--- config.mk ---
export PLATFORM = sky130hd
export DESIGN_NAME = adc_serial_config_readout
export DESIGN_NICKNAME = d
export VERILOG_FILES = /design/src/include/adc_serial_pkg.sv /design/src/rtl/adc_serial_config_readout.sv
export VERILOG_INCLUDE_DIRS = /design/src /design/src/include
export SDC_FILE = /design/constraint.sdc
export NUM_CORES = 1
export LEC_CHECK = 0
export CORE_MARGIN = 1.5
export CORE_UTILIZATION = 50
export DETAILED_ROUTE_END_ITERATION = 10
export DONT_BUFFER_PORTS = 1
export PLACE_DENSITY = 0.72
export SLEW_MARGIN = 5
export SYNTH_ARGS = -nofsm -noshare
export SYNTH_HDL_FRONTEND = slang
export SYNTH_SLANG_ARGS = --single-unit
--- constraint.sdc ---
create_clock -name clk -period 5.85 [get_ports clk]
set_input_delay 1.17 -clock clk [delete_from_list [all_inputs] [get_ports clk]]
set_output_delay 1.17 -clock clk [all_outputs]
set_load 0.05 [all_outputs]
--- src/include/adc_serial_defs.svh ---
// Field positions, sizes, reset values and timing figures of the converter serial port.
`ifndef ADC_SERIAL_DEFS_SVH
`define ADC_SERIAL_DEFS_SVH
`define ACFG_CFG_BITS 14
`define ACFG_RESULT_BITS 16
`define ACFG_UPDATE_BIT 13
`define ACFG_RB_BIT 0
`define ACFG_CFG_RESET 14'h3fff
`define ACFG_RESULT_FALLS 5'h10
`define ACFG_READBACK_FALLS 5'h1e
`define ACFG_CFG_RISES 4'he
`define ACFG_CLK_PERIOD_PS 4000
`define ACFG_CONV_TIME_NS 2200
`define ACFG_DATA_WINDOW_NS 1200
`define ACFG_BUF_DEPTH 2
`endif

--- src/include/adc_serial_pkg.sv ---
// Types shared by the converter serial port and configuration logic.
package adc_serial_pkg;
  typedef enum logic [2:0] {
    REF_INT_2V5 = 3'b000,
    REF_INT_4V096 = 3'b001,
    REF_EXT_TEMP = 3'b010,
    REF_EXT_BUF_TEMP = 3'b011,
    REF_SPARE_A = 3'b100,
    REF_SPARE_B = 3'b101,
    REF_EXT = 3'b110,
    REF_EXT_BUF = 3'b111
  } ref_sel_e;
  typedef enum logic [1:0] {
    SEQ_OFF = 2'b00,
    SEQ_UPDATE = 2'b01,
    SEQ_SCAN_TEMP = 2'b10,
    SEQ_SCAN = 2'b11
  } seq_mode_e;
  typedef enum logic [0:0] {
    ST_ACQUIRE = 1'b0,
    ST_CONVERT = 1'b1
  } conv_state_e;
  typedef struct packed {
    logic config_update;
    logic [2:0] input_config;
    logic [2:0] channel_select;
    logic full_bandwidth;
    ref_sel_e reference_select;
    seq_mode_e sequence_mode;
    logic readback_disable;
  } cfg_s;
  typedef struct packed {
    logic internal_ref_on;
    logic ref_4v096;
    logic ref_buffer_on;
    logic temp_sensor_on;
  } ref_ctrl_s;
  typedef struct packed {
    logic [15:0] result;
    cfg_s cfg;
  } entry_s;
endpackage : adc_serial_pkg

--- src/rtl/adc_serial_config_readout.sv ---
// Serial configuration write and result readback of a multichannel converter.
`include "adc_serial_defs.svh"
`timescale 1ns/1ps
`default_nettype none
module adc_serial_config_readout #(
  parameter int CONV_CYCLES = (`ACFG_CONV_TIME_NS * 1000 + `ACFG_CLK_PERIOD_PS - 1) / `ACFG_CLK_PERIOD_PS,
  parameter int WINDOW_CYCLES = (`ACFG_DATA_WINDOW_NS * 1000) / `ACFG_CLK_PERIOD_PS,
  parameter int BUF_DEPTH = `ACFG_BUF_DEPTH
) (
  input wire logic clk,
  input wire logic nrst,
  input wire logic conversion_start,
  input wire logic serial_clock,
  input wire logic serial_data_in,
  output logic serial_data_out,
  output logic serial_data_out_en_n,
  input wire logic result_valid,
  input wire logic [`ACFG_RESULT_BITS-1:0] result_data,
  output logic result_ready,
  output logic convert_pulse,
  output logic converter_power,
  output adc_serial_pkg::cfg_s converter_config_word,
  output adc_serial_pkg::ref_ctrl_s ref_ctrl,
  output logic [2:0] mux_channel,
  output logic mux_temp
);
  localparam int CW = 16;
  initial begin
    if (CONV_CYCLES < 1 || CONV_CYCLES >= 65536 || WINDOW_CYCLES < 1 || WINDOW_CYCLES >= 65536) begin
      $error("Timing counts out of range.");
    end
    if (BUF_DEPTH != `ACFG_BUF_DEPTH) begin
      $error("Buffer depth must be two.");
    end
  end

  // Two-stage synchronisers for the pins, then a third stage for edge detection.
  logic [2:0] cnv_s, sck_s, sdi_s;
  logic [2:0] next_cnv_s, next_sck_s, next_sdi_s;
  always_comb begin
    next_cnv_s = {cnv_s[1:0], conversion_start};
    next_sck_s = {sck_s[1:0], serial_clock};
    next_sdi_s = {sdi_s[1:0], serial_data_in};
  end
  always_ff @(posedge clk or negedge nrst) begin
    if (!nrst) begin
      cnv_s <= 3'h7;
      sck_s <= 3'h0;
      sdi_s <= 3'h0;
    end else begin
      cnv_s <= next_cnv_s;
      sck_s <= next_sck_s;
      sdi_s <= next_sdi_s;
    end
  end
  logic cnv_rise, cnv_fall, sck_rise, sck_fall, cnv_low, sdi;
  assign cnv_rise = cnv_s[1] && !cnv_s[2];
  assign cnv_fall = !cnv_s[1] && cnv_s[2];
  assign sck_rise = sck_s[1] && !sck_s[2];
  assign sck_fall = !sck_s[1] && sck_s[2];
  assign cnv_low = !cnv_s[1];
  assign sdi = sdi_s[1];

  // Conversion control, conversion timer and safe transfer window timer.
  adc_serial_pkg::conv_state_e state, next_state;
  logic [CW-1:0] conv_cnt, next_conv_cnt, win_cnt, next_win_cnt;
  logic next_convert_pulse, next_converter_power, win_expire;
  adc_serial_pkg::cfg_s conv_cfg, next_conv_cfg;
  logic start_conv;
  assign start_conv = cnv_rise && state == adc_serial_pkg::ST_ACQUIRE;
  always_comb begin
    next_state = state;
    next_conv_cnt = conv_cnt;
    next_win_cnt = win_cnt;
    next_conv_cfg = conv_cfg;
    next_convert_pulse = 1'b0;
    next_converter_power = converter_power;
    win_expire = 1'b0;
    if (win_cnt != '0) begin
      next_win_cnt = win_cnt - 1'b1;
      win_expire = win_cnt == CW'(1);
    end
    unique case (state)
      adc_serial_pkg::ST_ACQUIRE: begin
        if (start_conv) begin
          next_state = adc_serial_pkg::ST_CONVERT;
          next_conv_cnt = CW'(CONV_CYCLES);
          next_win_cnt = CW'(WINDOW_CYCLES);
          next_conv_cfg = converter_config_word;
          next_convert_pulse = 1'b1;
          next_converter_power = 1'b1;
        end
      end
      adc_serial_pkg::ST_CONVERT: begin
        // The start pin is not looked at until the count runs out.
        next_conv_cnt = conv_cnt - 1'b1;
        if (conv_cnt == CW'(1)) begin
          next_state = adc_serial_pkg::ST_ACQUIRE;
          next_converter_power = 1'b0;
        end
      end
    endcase
  end
  always_ff @(posedge clk or negedge nrst) begin
    if (!nrst) begin
      state <= adc_serial_pkg::ST_ACQUIRE;
      conv_cnt <= '0;
      win_cnt <= '0;
      conv_cfg <= `ACFG_CFG_RESET;
      convert_pulse <= 1'b0;
      converter_power <= 1'b0;
    end else begin
      state <= next_state;
      conv_cnt <= next_conv_cnt;
      win_cnt <= next_win_cnt;
      conv_cfg <= next_conv_cfg;
      convert_pulse <= next_convert_pulse;
      converter_power <= next_converter_power;
    end
  end

  // Two-entry result buffer: result word paired with the configuration it was taken under.
  adc_serial_pkg::entry_s mem [BUF_DEPTH];
  logic wr_ptr, rd_ptr, next_wr_ptr, next_rd_ptr;
  logic [1:0] count, next_count;
  logic push, pop, load_xfer, next_result_ready;
  adc_serial_pkg::entry_s head;
  assign head = mem[rd_ptr];
  assign push = result_valid && result_ready;
  // An unread result still held when the window elapses is dropped.
  assign pop = (load_xfer || win_expire) && count != 2'h0;
  always_comb begin
    next_wr_ptr = wr_ptr ^ push;
    next_rd_ptr = rd_ptr ^ pop;
    next_count = count + {1'b0, push} - {1'b0, pop};
    next_result_ready = next_count < 2'(BUF_DEPTH);
  end
  always_ff @(posedge clk or negedge nrst) begin
    if (!nrst) begin
      wr_ptr <= 1'b0;
      rd_ptr <= 1'b0;
      count <= 2'h0;
      result_ready <= 1'b0;
    end else begin
      wr_ptr <= next_wr_ptr;
      rd_ptr <= next_rd_ptr;
      count <= next_count;
      result_ready <= next_result_ready;
    end
  end
  always_ff @(posedge clk) begin
    if (push) begin
      mem[wr_ptr] <= '{result: result_data, cfg: conv_cfg};
    end
  end

  // Serial shifting: result and optional readback out on falls, configuration in on rises.
  logic [29:0] shift_out, next_shift_out;
  logic [13:0] shift_in, next_shift_in;
  logic [4:0] fall_cnt, next_fall_cnt, fall_limit, next_fall_limit;
  logic [3:0] rise_cnt, next_rise_cnt;
  logic out_active, next_out_active, in_active, next_in_active;
  logic next_sdo, next_sdo_en_n, cfg_write;
  adc_serial_pkg::entry_s load_word;
  always_comb begin
    next_shift_out = shift_out;
    next_shift_in = shift_in;
    next_fall_cnt = fall_cnt;
    next_fall_limit = fall_limit;
    next_rise_cnt = rise_cnt;
    next_out_active = out_active;
    next_in_active = in_active;
    next_sdo = serial_data_out;
    next_sdo_en_n = serial_data_out_en_n;
    load_xfer = 1'b0;
    cfg_write = 1'b0;
    load_word = count != 2'h0 ? head : '0;
    if (cnv_rise) begin
      // Output floats and any partial configuration is thrown away.
      next_sdo_en_n = 1'b1;
      next_out_active = 1'b0;
      next_in_active = 1'b0;
      next_rise_cnt = 4'h0;
    end else if (cnv_fall && state == adc_serial_pkg::ST_ACQUIRE) begin
      load_xfer = 1'b1;
      next_shift_out = {load_word.result, load_word.cfg};
      next_sdo = load_word.result[`ACFG_RESULT_BITS-1];
      next_sdo_en_n = 1'b0;
      next_out_active = 1'b1;
      next_in_active = 1'b1;
      next_fall_cnt = 5'h0;
      next_rise_cnt = 4'h0;
      next_fall_limit = converter_config_word.readback_disable ?
          `ACFG_RESULT_FALLS : `ACFG_READBACK_FALLS;
    end else begin
      if (sck_fall && out_active && cnv_low) begin
        // Output changes only after a fall, so it stands across the next rise and fall.
        next_shift_out = {shift_out[28:0], 1'b0};
        next_sdo = shift_out[28];
        next_fall_cnt = fall_cnt + 1'b1;
        if (fall_cnt + 1'b1 == fall_limit) begin
          next_sdo_en_n = 1'b1;
          next_out_active = 1'b0;
        end
      end
      if (sck_rise && in_active && cnv_low) begin
        next_shift_in = {shift_in[12:0], sdi};
        next_rise_cnt = rise_cnt + 1'b1;
        if (rise_cnt + 1'b1 == `ACFG_CFG_RISES) begin
          next_in_active = 1'b0;
          cfg_write = 1'b1;
        end
      end
    end
  end
  always_ff @(posedge clk or negedge nrst) begin
    if (!nrst) begin
      shift_out <= '0;
      shift_in <= '0;
      fall_cnt <= 5'h0;
      fall_limit <= `ACFG_RESULT_FALLS;
      rise_cnt <= 4'h0;
      out_active <= 1'b0;
      in_active <= 1'b0;
      serial_data_out <= 1'b0;
      serial_data_out_en_n <= 1'b1;
    end else begin
      shift_out <= next_shift_out;
      shift_in <= next_shift_in;
      fall_cnt <= next_fall_cnt;
      fall_limit <= next_fall_limit;
      rise_cnt <= next_rise_cnt;
      out_active <= next_out_active;
      in_active <= next_in_active;
      serial_data_out <= next_sdo;
      serial_data_out_en_n <= next_sdo_en_n;
    end
  end

  // Configuration word, reference decode and channel sequencer.
  adc_serial_pkg::cfg_s next_cfg, new_cfg;
  adc_serial_pkg::ref_ctrl_s next_ref_ctrl;
  logic [2:0] next_mux_channel;
  logic next_mux_temp, scan;
  assign new_cfg = {shift_in[12:0], sdi};
  always_comb begin
    next_cfg = converter_config_word;
    if (cfg_write && new_cfg.config_update) begin
      next_cfg = new_cfg;
    end
    unique case (next_cfg.reference_select)
      adc_serial_pkg::REF_INT_2V5: next_ref_ctrl = 4'b1001;
      adc_serial_pkg::REF_INT_4V096: next_ref_ctrl = 4'b1101;
      adc_serial_pkg::REF_EXT_TEMP: next_ref_ctrl = 4'b0001;
      adc_serial_pkg::REF_EXT_BUF_TEMP: next_ref_ctrl = 4'b0011;
      adc_serial_pkg::REF_EXT_BUF: next_ref_ctrl = 4'b0010;
      default: next_ref_ctrl = 4'b0000;
    endcase
    scan = next_cfg.sequence_mode == adc_serial_pkg::SEQ_SCAN_TEMP ||
        next_cfg.sequence_mode == adc_serial_pkg::SEQ_SCAN;
    next_mux_channel = mux_channel;
    next_mux_temp = mux_temp;
    if (cfg_write && new_cfg.config_update && new_cfg.sequence_mode != adc_serial_pkg::SEQ_UPDATE) begin
      next_mux_channel = scan ? 3'h0 : next_cfg.channel_select;
      next_mux_temp = 1'b0;
    end else if (start_conv && scan) begin
      // The scan steps after each conversion start.
      if (mux_temp || (mux_channel == next_cfg.channel_select &&
          next_cfg.sequence_mode == adc_serial_pkg::SEQ_SCAN)) begin
        next_mux_channel = 3'h0;
        next_mux_temp = 1'b0;
      end else if (mux_channel == next_cfg.channel_select) begin
        next_mux_temp = 1'b1;
      end else begin
        next_mux_channel = mux_channel + 1'b1;
      end
    end else if (next_cfg.sequence_mode == adc_serial_pkg::SEQ_OFF) begin
      next_mux_channel = next_cfg.channel_select;
      next_mux_temp = 1'b0;
    end
  end
  always_ff @(posedge clk or negedge nrst) begin
    if (!nrst) begin
      converter_config_word <= `ACFG_CFG_RESET;
      ref_ctrl <= 4'b0010;
      mux_channel <= 3'h0;
      mux_temp <= 1'b0;
    end else begin
      converter_config_word <= next_cfg;
      ref_ctrl <= next_ref_ctrl;
      mux_channel <= next_mux_channel;
      mux_temp <= next_mux_temp;
    end
  end
endmodule : adc_serial_config_readout
`default_nettype wire

# == Word level (Yosys, flattened, before mapping) ==
# Memories as Yosys holds them, arrays and structs flattened.
# Index checks and enable logic that the tools add are counted.
# word_totals
regBits,144
ram_bits,60
in_bits,22
output_inout_bits,27
wordCells,170
mem_count,1
# mem_list
memory,depth,width,read_ports,rd_clocked_by_memory_dff,wr,line_no,source
mem,2,30,1,0,1,adc_serial_config_readout.sv:123,adc_serial_pkg::entry_s mem [BUF_DEPTH];
# op_classes
addsub,7
n_lt_le_gt_ge,1
n_eq_ne,16
muxes,57
n_bitwise,5
reduce_logical,42
# ops
op,count
$mux 16,4
$mux 29,2
$mux 1,33
$eq 16x1->1 const B,2
$pmux 16 s2,1
$sub 16x1->16 const B,2
$mux 30,1
$pmux 4 s5,1
$mux 3,6
$logic_and 1x1->1,16
$mux 4,4
$reduce_and 2->1,8
$reduce_bool 16->1,1
$reduce_bool 3->1,5
$mux 10,1
$mux 5,2
$eq 3x2->1 const B,2
$add 5x1->5 const B,1
$eq 5x5->1,1
$add 4x1->4 const B,1
$eq 2x2->1 const B,2
$eq 4x4->1 const B,1
$logic_not 1->1,4
$ne 2x1->1 const B,2
18 further kinds,25

# == Logic depth before layout (Yosys ltp) ==
# Gate-level depths: netlist of run 1.
# logic_depth
depth_word,15
ltp_mapped,11
ltp_nobuf,11

# == Worst setup path after synthesis of run 1 ==
# OpenSTA, ideal clock, no wires.
# synth_timing
path_type,register to register
start,register win_cnt[9]
end,register result_ready
setup_ns,0.121
arrival_ns,2.473
required_ns,5.729
setup_slack_ns,3.256
path_stages_with_launch,12
n_path_buf,0
period_less_slack_ns,2.594
cell_sequence,dfrtp_1 or4_1 nor4_2 nor2b_1 nand4_1 a21oi_1 ha_1 inv_1 ha_1 xnor2_1 xnor2_1 inv_1
# synth_between
elab_chain_len,6
word_cells_on_any_way,7
cone_classes,1 x add/sub; 1 x order compare; 1 x eq/ne; 1 x mux; 3 x reduce/logical
# synth_lines
item,line_no,source
start: declaration,adc_serial_config_readout.sv:66,"logic [CW-1:0] conv_cnt, next_conv_cnt, win_cnt, next_win_cnt;"
start signal: assignment,adc_serial_config_readout.sv:115,win_cnt <= next_win_cnt;
$eq 16x1->1 or $reduce_bool 16->1 (tied branches),"adc_serial_config_readout.sv:81, adc_serial_config_readout.sv:79",
$mux 1 *,adc_serial_config_readout.sv:79,if (win_cnt != '0) begin
$logic_or 1x1->1 *,adc_serial_config_readout.sv:131,assign pop = (load_xfer || win_expire) && count != 2'h0;
$logic_and 1x1->1 *,adc_serial_config_readout.sv:131,
$sub 2x1->2 *,adc_serial_config_readout.sv:135,"next_count = count + {1'b0, push} - {1'b0, pop};"
net next_count[1],adc_serial_config_readout.sv:125,"logic [1:0] count, next_count;"
$lt 2x2->1 *,adc_serial_config_readout.sv:136,next_result_ready = next_count < 2'(BUF_DEPTH);
net next_result_ready,adc_serial_config_readout.sv:126,"logic push, pop, load_xfer, next_result_ready;"
end signal: assignment,adc_serial_config_readout.sv:148,result_ready <= next_result_ready;
end: declaration,adc_serial_config_readout.sv:19,"output logic result_ready,"
# The timed path passes the listed nets; every way through them passes the cells marked *.
# A chain may end at the register's enable or synchronous reset.

# == Final worst setup path of run 1 ==
# layout_timing
start,register rise_cnt[0]
end,register mux_channel[0]
# layout_between
elab_chain_len,14
word_cells_on_any_way,25
cone_classes,1 x add/sub; 5 x eq/ne; 10 x mux; 9 x reduce/logical
# layout_lines
item,line_no,source
start: declaration,adc_serial_config_readout.sv:161,"logic [3:0] rise_cnt, next_rise_cnt;"
start signal: assignment,adc_serial_config_readout.sv:232,rise_cnt <= next_rise_cnt;
$add 4x1->4 *,adc_serial_config_readout.sv:209,if (rise_cnt + 1'b1 == `ACFG_CFG_RISES) begin
$eq 4x4->1 (no line) *,n/a,
$mux 1 *,adc_serial_config_readout.sv:209,
$mux 1 *,adc_serial_config_readout.sv:206,if (sck_rise && in_active && cnv_low) begin
$mux 1 *,adc_serial_config_readout.sv:184,end else if (cnv_fall && state == adc_serial_pkg::ST_ACQUIRE) begin
$mux 1 *,adc_serial_config_readout.sv:178,if (cnv_rise) begin
$logic_and 1x1->1 *,"adc_serial_config_readout.sv:248, adc_serial_config_readout.sv:263",
$mux 10,adc_serial_config_readout.sv:248,if (cfg_write && new_cfg.config_update) begin
$eq 3x3->1 or $eq 2x2->1 (tied branches),n/a,
$logic_and 1x1->1,adc_serial_config_readout.sv:268,if (mux_temp || (mux_channel == next_cfg.channel_select &&
$logic_or 1x1->1,adc_serial_config_readout.sv:268,
$mux 3,adc_serial_config_readout.sv:268,
$mux 3,adc_serial_config_readout.sv:266,end else if (start_conv && scan) begin
$mux 3,adc_serial_config_readout.sv:263,if (cfg_write && new_cfg.config_update && new_cfg.sequence_mode != adc_serial_pkg::SEQ_UPDATE) begin
end signal: assignment,adc_serial_config_readout.sv:291,mux_channel <= next_mux_channel;
end: declaration,adc_serial_config_readout.sv:24,"output logic [2:0] mux_channel,"
# Every way passes the cells marked *; elsewhere a longest branch is shown, timed or not. The select of a mux whose other input is x is not followed.

==> impl_results.md, run 1 <==
- Status: finished, final reports clean
- Reg-to-reg slack, setup: 2.75 ns
- Synth top area cells: dfrtp_1 32%, edfxtp_1 21%, dfstp_2 10%
- Max stage delay on crit path: 0.64 ns
- Largest net degree at the start of global routing: 141
- Post-CTS setup buffers: 0
- Iter 0 DRT Violations: 315
- LEAKAGE: 3.90 nW
- RePlAce Congestion: 0.772
- Final Hold Vio Count: 0
- Net switching power: 1.07 mW
- Routed WL per cell: 16.4 µm
- # hold bufs at CTS: 0
- CTS tree: yes
- GRT overflow: 0
- Core area: 0.0166 mm²
- Most frequent cells in the layout: 125 x nand2_1, 107 x dfrtp_1, 82 x o21ai_0, 60 x edfxtp_1, 34 x mux2i_1
- PostCTS Resize Cnt: 0
- Post-synthesis sequential area ratio: 62.9%
- Number of synthesized register bits: 200
- Clk buf depth: 2
- Area delta synth->final: 9.97%
- Mapped cell area: 0.00850 mm²
- Most common cell after layout, fill and taps aside: nand2_1
- Syn nets: 763
- Launch point of the worst reg-to-reg path: rise_cnt[0]$_DFFE_PN0P_
- CTS root buf: clkbuf_16
- Gr usage total: 19.0%
- Post-Syn Instances: 729
- # diodes: 0
- Total of max-cap violations: 0
- Num CTS Buffers: 17
- Switching Share: 27.8%
- DR pass1 iterations: 4
- Die width: 133 µm
- Vias in the first global route: 5342
- Routed Antenna Nets: 0
- Worst Path Arrival: 3.41 ns
- Seq pwr share: 52.2%
- Hold slack: 0.349 ns
- Main synth FF type: dfrtp_1
- First-pass GRT wire length: 26700 µm
- Layout cells sized above 1: 12.7%
- Power Density: 411 mW/mm²
- Syn. warnings: 0
- Max Fanout on Critical Path: 12
- P_int: 2.77 mW
- RSZ-0062 raised after global routing: no
- Die area: 0.0178 mm²
- Share of the synthesized area in the top cell type: 31.5%
- Setup CP Type: flip-flop to flip-flop
- Setup_tns: 0 ns
- Post-synth EDFFs: 60
- Setup Skew: 0.0115 ns
- Pins over their slew limit: 0
- Post-route DRC violation count: 0
- DP Wirelength: 10300 µm
- Final wirelength: 15800 µm
- Fraction of registers with async set/reset: 70.0%
- Hold Path Cell Cnt: 0
- Initial Util: 51.2%
- Vias: 5354
- Mean Syn Cell Area: 11.7 µm²
- CP required: 6.16 ns
- # nets final: 760
- Hold wc startpoint: sck_s[0]$_DFF_PN0_
- Clock latency on the worst-skew pair: 0.43 ns
- H-tree depth: 4
- Die Ht: 133 µm
- Combinational power share: 16.0%
- Initial antenna violation count: 0
- Num Clock Sinks: 200
- Row cnt: 47
- Fin crit period: 3.10 ns
- Worst Tran Pin Value: 1.06 ns
- Clock network fraction of design power: 31.8%
- Post-synth top area cell: dfrtp_1
- Slowest cell on the critical path: a211oi_4
- Final setup vio count: 0
- Startpoint Class: flip-flop
- RR Endpoint: mux_channel[0]$_DFFE_PN0P_
- Worst-path clk slew: 0.07 ns
- # IOs: 49
- Rel. slew slack: 29.0%
- Vias per inst: 5.58
- Register-to-Register Path Depth: 9
- Hold Crit Class: flip-flop to flip-flop
- Hold EP: sck_s[1]$_DFF_PN0_
- CP cell instances: ha_1, and2b_2, o21ai_4, a211oi_4, mux2i_4, xnor2_4, nor3b_2, o32ai_1, mux2_1
- Crit share post-route: 53.0%
- Number of port buffers: 0
- Worst vdd ir: 0.228 mV
- F_max: 323 MHz
- Crit path from: rise_cnt[0]$_DFFE_PN0P_
- Crit end category: flip-flop
- Post-synth cell types: 68
-- Yosys cell counts, drive strengths merged (2+ instances only) --
cell type  instances
a2111oi            2
a211oi             2
a21oi             17
a31oi              3
a41oi              3
and2               2
and2b              2
and3               2
and3b              3
buf                4
clkbuf            26
dfrtp            107
dfstp             33
edfxtp            60
ha                12
inv               27
mux2               3
mux2i             35
nand2            125
nand2b             6
nand3             22
nand3b             2
nand4              4
nor2              30
nor2b              6
nor3              10
nor3b              2
nor4               5
o211ai             2
o21a              29
o21ai             85
o31ai              5
o41ai              2
or2                3
or3               10
or4                5
xnor2             15
xor2               6
-- power groups by stage --
stage	sequential [mW]	combinational [mW]	clock [mW]
floorplan	1.97	0.509	0
global placement	2.01	0.584	0
detailed placement	2.03	0.621	0
CTS	2.01	0.625	1.25
global route	2.04	0.696	1.30
finish	2.01	0.613	1.22
-- cell families after synthesis --
family / after synthesis / synth area share, %
fa+ha+maj: 12 / 1.77
xor+xnor: 21 / 2.39
simple gates: 242 / 13.7
flops: 200 / 62.9
buf+inv: 57 / 2.62
mux: 38 / 4.67
compound gates: 159 / 11.9
-- layout make-up --
type | count | area (µm²)
Tap cell | 220 | 275
Inverter | 27 | 101
Timing Repair Buffer | 8 | 60.1
Clock inverter | 12 | 165
Sequential cell | 200 | 5350
Clock buffer | 20 | 468
Multi-Input combinational cell | 472 | 2930
Fill cell | 1401 | 7240
-- critical path: cells and delay by family (launching register included) --
kind                       cells  cell delay [ns]
and+or+nand+nor                2             0.53
DFF                            1             0.46
AOI/OAI and AO/OA              3             0.84
muxes                          2             0.75
adders and majority gates      1             0.27
xor gates and xnor gates       1             0.12
-- flip-flops by register name (all words and copies together) (netlist names), 2 cells and up --
signal	flops
count	2
sck_s	3
conv_cfg	14
conv_cnt	16
mux_channel	3
mem	60
cnv_s	3
rise_cnt	4
shift_in	13
fall_cnt	5
shift_out	29
ref_ctrl	4
converter_config_word	14
win_cnt	16
sdi_s	2
-- per-stage QoR --
stage	utilization, %	power (mW)	setup slack, ns	area [µm²]	std cells
CTS	56.4	3.88	2.74	9350	959
detailed placement	52.5	2.65	2.79	8710	927
global route	56.4	4.05	2.57	9350	959
finish	56.4	3.84	2.75	9350	959
floorplan	-	2.48	3.26	8500	729
global placement	52.5	2.59	2.93	8710	927
-- worst max-delay path by stage --
stage                            endpoint  slack, ns  cells past startpoint
2_1_floorplan      result_ready$_DFF_PN0_       3.26                     11
3_3_place_gp   mux_channel[1]$_DFFE_PN0P_       2.93                      8
3_5_place_dp   mux_channel[0]$_DFFE_PN0P_       2.79                      9
4_1_cts        mux_channel[0]$_DFFE_PN0P_       2.74                      9
5_1_grt        mux_channel[1]$_DFFE_PN0P_       2.57                      8
6_report       mux_channel[0]$_DFFE_PN0P_       2.75                      9
-- per-layer routing --
metal  up-vias  part of all wire [%]  global-route usage [%]  wire, µm
met2       100                    49                    31.5      7760
met4         0                   1.7                    6.40       263
met3        19                   4.8                    5.18       754
met1      2672                    44                    24.4      6970
li1       2563                     -                       -         -
met5         -                     0                       0         0
(Power assumes the default switching activity.)
==> run 2, diff against run 1 <==
--- a/config.mk
+++ b/config.mk
@@ -6,6 +6,7 @@
 export SDC_FILE = /design/constraint.sdc
 export NUM_CORES = 1
 export LEC_CHECK = 0
+export ABC_AREA = 1
 export CORE_MARGIN = 1.5
 export CORE_UTILIZATION = 50
 export DETAILED_ROUTE_END_ITERATION = 10
==> constraint.sdc (replaced) <==
create_clock -name clk -period 3.1 [get_ports clk]
set_input_delay 0.62 -clock clk [delete_from_list [all_inputs] [get_ports clk]]
set_output_delay 0.62 -clock clk [all_outputs]
set_load 0.05 [all_outputs]
==> run 2 against run 1 <==
Sequential cell count is the same. Total power up 83%. Sequential share of layout area fell by 0.80 points. Highest routed layer unchanged. Wire length is 0.70% higher. Count of clock-buffer cells in the layout up 5. Synthesized area stayed put. Critical path depth grew 3. Critical path type unchanged. Synthesized cell count rose by 16%. Final cell count grew 13%. Die area stayed put.
==> impl_results.md, run 2 <==
- Setup_tns: 0 ns (unchanged)
- Row cnt: 47 (unchanged)
- Max stage delay on crit path: 0.56 ns (was 0.64 ns)
- Vias in the first global route: 5386 (was 5342)
- Final wirelength: 15900 µm (was 15800 µm)
- Power Density: 742 mW/mm² (was 411 mW/mm²)
- RSZ-0062 raised after global routing: no (unchanged)
- Syn. warnings: 0 (unchanged)
- GRT overflow: 0 (unchanged)
- Worst Path Arrival: 2.87 ns (was 3.41 ns)
- Top cells by count, synth: 216 x nand2_1, 107 x dfrtp_1, 71 x inv_1, 71 x o21ai_0, 67 x a21oi_1 (was 125 x nand2_1, 107 x dfrtp_1, 83 x o21ai_0, 60 x edfxtp_1, 34 x mux2i_1)
- Routed WL per cell: 14.6 µm (was 16.4 µm)
- Most common cell in the netlist: nand2_1 (unchanged)
- Largest regs: mem (60), shift_out (29) (unchanged)
- Fin crit period: 2.54 ns (was 3.10 ns)
- Reg-to-reg slack, setup: 0.56 ns (was 2.75 ns)
- Post-synth EDFFs: 60 (unchanged)
- Core area: 0.0166 mm² (unchanged)
- RePlAce Congestion: 0.790 (was 0.772)
- CP required: 3.42 ns (was 6.16 ns)
- Vias per inst: 5.15 (was 5.58)
- First-pass GRT wire length: 26400 µm (was 26700 µm)
- # diodes: 0 (unchanged)
- Routed Antenna Nets: 0 (unchanged)
- Most common cell after layout, fill and taps aside: nand2_1 (unchanged)
- Worst Tran Pin Value: 0.948 ns (was 1.06 ns)
- Status: finished, final reports clean (unchanged)
- Synth top area cells: dfrtp_1 32%, edfxtp_1 21%, dfstp_2 10% (unchanged)
- Startpoint Class: flip-flop (unchanged)
- DR pass1 iterations: 4 (unchanged)
- Final setup vio count: 0 (unchanged)
- Post-synth top area cell: dfrtp_1 (unchanged)
- # fillers: 1421 (was 1401)
- CP bufs+invs: 5 (was 0)
- Clock latency on the worst-skew pair: 0.44 ns (was 0.43 ns)
- Num Clock Sinks: 200 (unchanged)
- CTS root buf: clkbuf_16 (unchanged)
- Max Fanout on Critical Path: 38 (was 12)
- Syn nets: 882 (was 763)
- # nets final: 884 (was 760)
- Layout cells sized above 1: 13.4% (was 12.7%)
- Cell mode on critical path: inv_1
- Rel. slew slack: 36.7% (was 29.0%)
- Worst path depth: 12 (was 9)
- Total power: 7.03 mW (was 3.84 mW)
- RR Endpoint: count[1]$_DFF_PN0_ (was mux_channel[0]$_DFFE_PN0P_)
- Vias: 5573 (was 5354)
- Crit share post-route: 82.1% (was 53.0%)
- Worst vdd ir: 0.589 mV (was 0.228 mV)
- CP cell instances: inv_2, nand3_2, buf_4, inv_1, nand2_1, o21ai_0, ha_1, inv_1, ha_1, xor2_1, xor2_1, inv_1 (was ha_1, and2b_2, o21ai_4, a211oi_4, mux2i_4, xnor2_4, nor3b_2, o32ai_1, mux2_1)
- Area delta synth->final: 11.5% (was 9.97%)
- Launch point of the worst reg-to-reg path: cnv_s[1]$_DFF_PN1_ (was rise_cnt[0]$_DFFE_PN0P_)
- CTS tree: yes (unchanged)
- Gr usage total: 19.0% (about the same)
- Register-to-Register Path Depth: 12 (was 9)
- Crit end category: flip-flop (unchanged)
- Share of the synthesized area in the top cell type: 31.5% (unchanged)
- Post-route DRC violation count: 0 (unchanged)
- Setup CP Type: flip-flop to flip-flop (unchanged)
- Pins over their slew limit: 0 (unchanged)
- DP Wirelength: 10100 µm (was 10300 µm)
- Fraction of registers with async set/reset: 70.0% (unchanged)
- Largest net degree at the start of global routing: 108 (was 141)
- Total of max-cap violations: 0 (unchanged)
- PostCTS Resize Cnt: 0 (unchanged)
- Clk buf depth: 2 (unchanged)
- Iter 0 DRT Violations: 335 (was 315)
- Worst-path clk slew: 0.07 ns (about the same)
- Slowest cell on the critical path: dfstp_2 (was a211oi_4)
- Most frequent cells in the layout: 216 x nand2_1, 107 x dfrtp_1, 71 x inv_1, 71 x o21ai_0, 67 x a21oi_1 (was 125 x nand2_1, 107 x dfrtp_1, 82 x o21ai_0, 60 x edfxtp_1, 34 x mux2i_1)
- H-tree depth: 4 (unchanged)
- Max FFs per register: 60 (unchanged)
- Top reg by flops: mem (unchanged)
- Number of port buffers: 0 (unchanged)
- Die width: 133 µm (unchanged)
- LEAKAGE: 4.14 nW (was 3.90 nW)
- Die Ht: 133 µm (unchanged)
- Final Hold Vio Count: 0 (unchanged)
- Setup Skew: 0.0108 ns (was 0.0115 ns)
- Num CTS Buffers: 17 (unchanged)
- Top delay family on crit path: buffers and inverters (was compound AO/OA/AOI/OAI gates)
- Post-synth cell types: 47 (was 68)
- # IOs: 49 (unchanged)
- Main synth FF type: dfrtp_1 (unchanged)
- Number of synthesized register bits: 200 (unchanged)
- F_max: 393 MHz (was 323 MHz)
- Die area: 0.0178 mm² (unchanged)
- Mean Syn Cell Area: 10.0 µm² (was 11.7 µm²)
- Post-Syn Instances: 848 (was 729)
- Mapped cell area: 0.00850 mm² (unchanged)
- Initial Util: 51.2% (unchanged)
- Initial antenna violation count: 0 (unchanged)
- Hold Crit Class: input port to asynchronous set/reset pin (was flip-flop to flip-flop)
- Post-synthesis sequential area ratio: 62.9% (unchanged)
[run 2: cells by family (layout without fill, tap and decap cells)]
group / after synthesis / in the layout / share of synthesized area (%)
buf+inv: 109 / 124 / 5.01
flops: 200 / 200 / 62.9
mux: 3 / 3 / 0.353
compound gates: 160 / 160 / 9.73
simple gates: 354 / 354 / 19.2
fa+ha+maj: 12 / 12 / 1.77
xor+xnor: 10 / 10 / 1.03
[run 2: how the worst max path moves through the flow]
| stage | startpoint | to | slack [ns] |
|---|---|---|---|
| after floorplan | cnv_s[1]$_DFF_PN1_ | count[1]$_DFF_PN0_ | 0.99 |
| after global placement | cnv_s[1]$_DFF_PN1_ | count[1]$_DFF_PN0_ | 0.71 |
| after detailed placement | cnv_s[1]$_DFF_PN1_ | count[1]$_DFF_PN0_ | 0.62 |
| after CTS | cnv_s[1]$_DFF_PN1_ | count[1]$_DFF_PN0_ | 0.55 |
| after global routing | cnv_s[1]$_DFF_PN1_ | count[1]$_DFF_PN0_ | 0.41 |
| final | cnv_s[1]$_DFF_PN1_ | count[1]$_DFF_PN0_ | 0.56 |
[run 2: cell type report]
type | count | area (µm²) | share of cell area (%)
sequential | 200 | 5350 | 56.4
timing repair buffer | 13 | 130 | 1.37
tap | 220 | 275 | 2.90
clock inverter | 7 | 77.6 | 0.818
inverter | 79 | 297 | 3.13
multi-input combinational | 539 | 2730 | 28.8
clock buffer | 25 | 626 | 6.60
[run 2: where the power goes]
part | total [mW] | leakage, nW | switching, mW | internal (mW)
Clock | 2.48 | 0.344 | 0.972 | 1.50
Sequential | 3.46 | 2.33 | 0.324 | 3.13
Combinational | 1.10 | 1.47 | 0.716 | 0.384
Total | 7.03 | 4.14 | 2.01 | 5.02
[run 2: stage by stage]
stage / setup slack, ns / instance area (µm²) / utilization (%) / cells / hold WS (ns)
2_1_floorplan: 0.994 / 8500 / - / 848 / 0.324
3_3_place_gp: 0.710 / 8750 / 52.7 / 1050 / 0.332
3_5_place_dp: 0.624 / 8750 / 52.7 / 1050 / 0.336
4_1_cts: 0.552 / 9480 / 57.2 / 1083 / 0.0110
5_1_grt: 0.413 / 9480 / 57.2 / 1083 / 0.00821
6_report: 0.556 / 9480 / 57.2 / 1083 / 0.0419
[run 2: repair_timing]
item / CTS / global route
setup buffers: 0 / 0
setup endpoints to repair: 0 / 0
endpoints found under the hold margin: 107 / 0
hold buffers: 1 / 0
[run 2: layer usage]
layer	vias up	track usage, %	part of all wire [%]
li1	2805	-	-
met2	95	29.8	47
met5	-	0	0
met3	23	5.63	5.1
met4	0	7.31	1.6
met1	2650	25.1	47
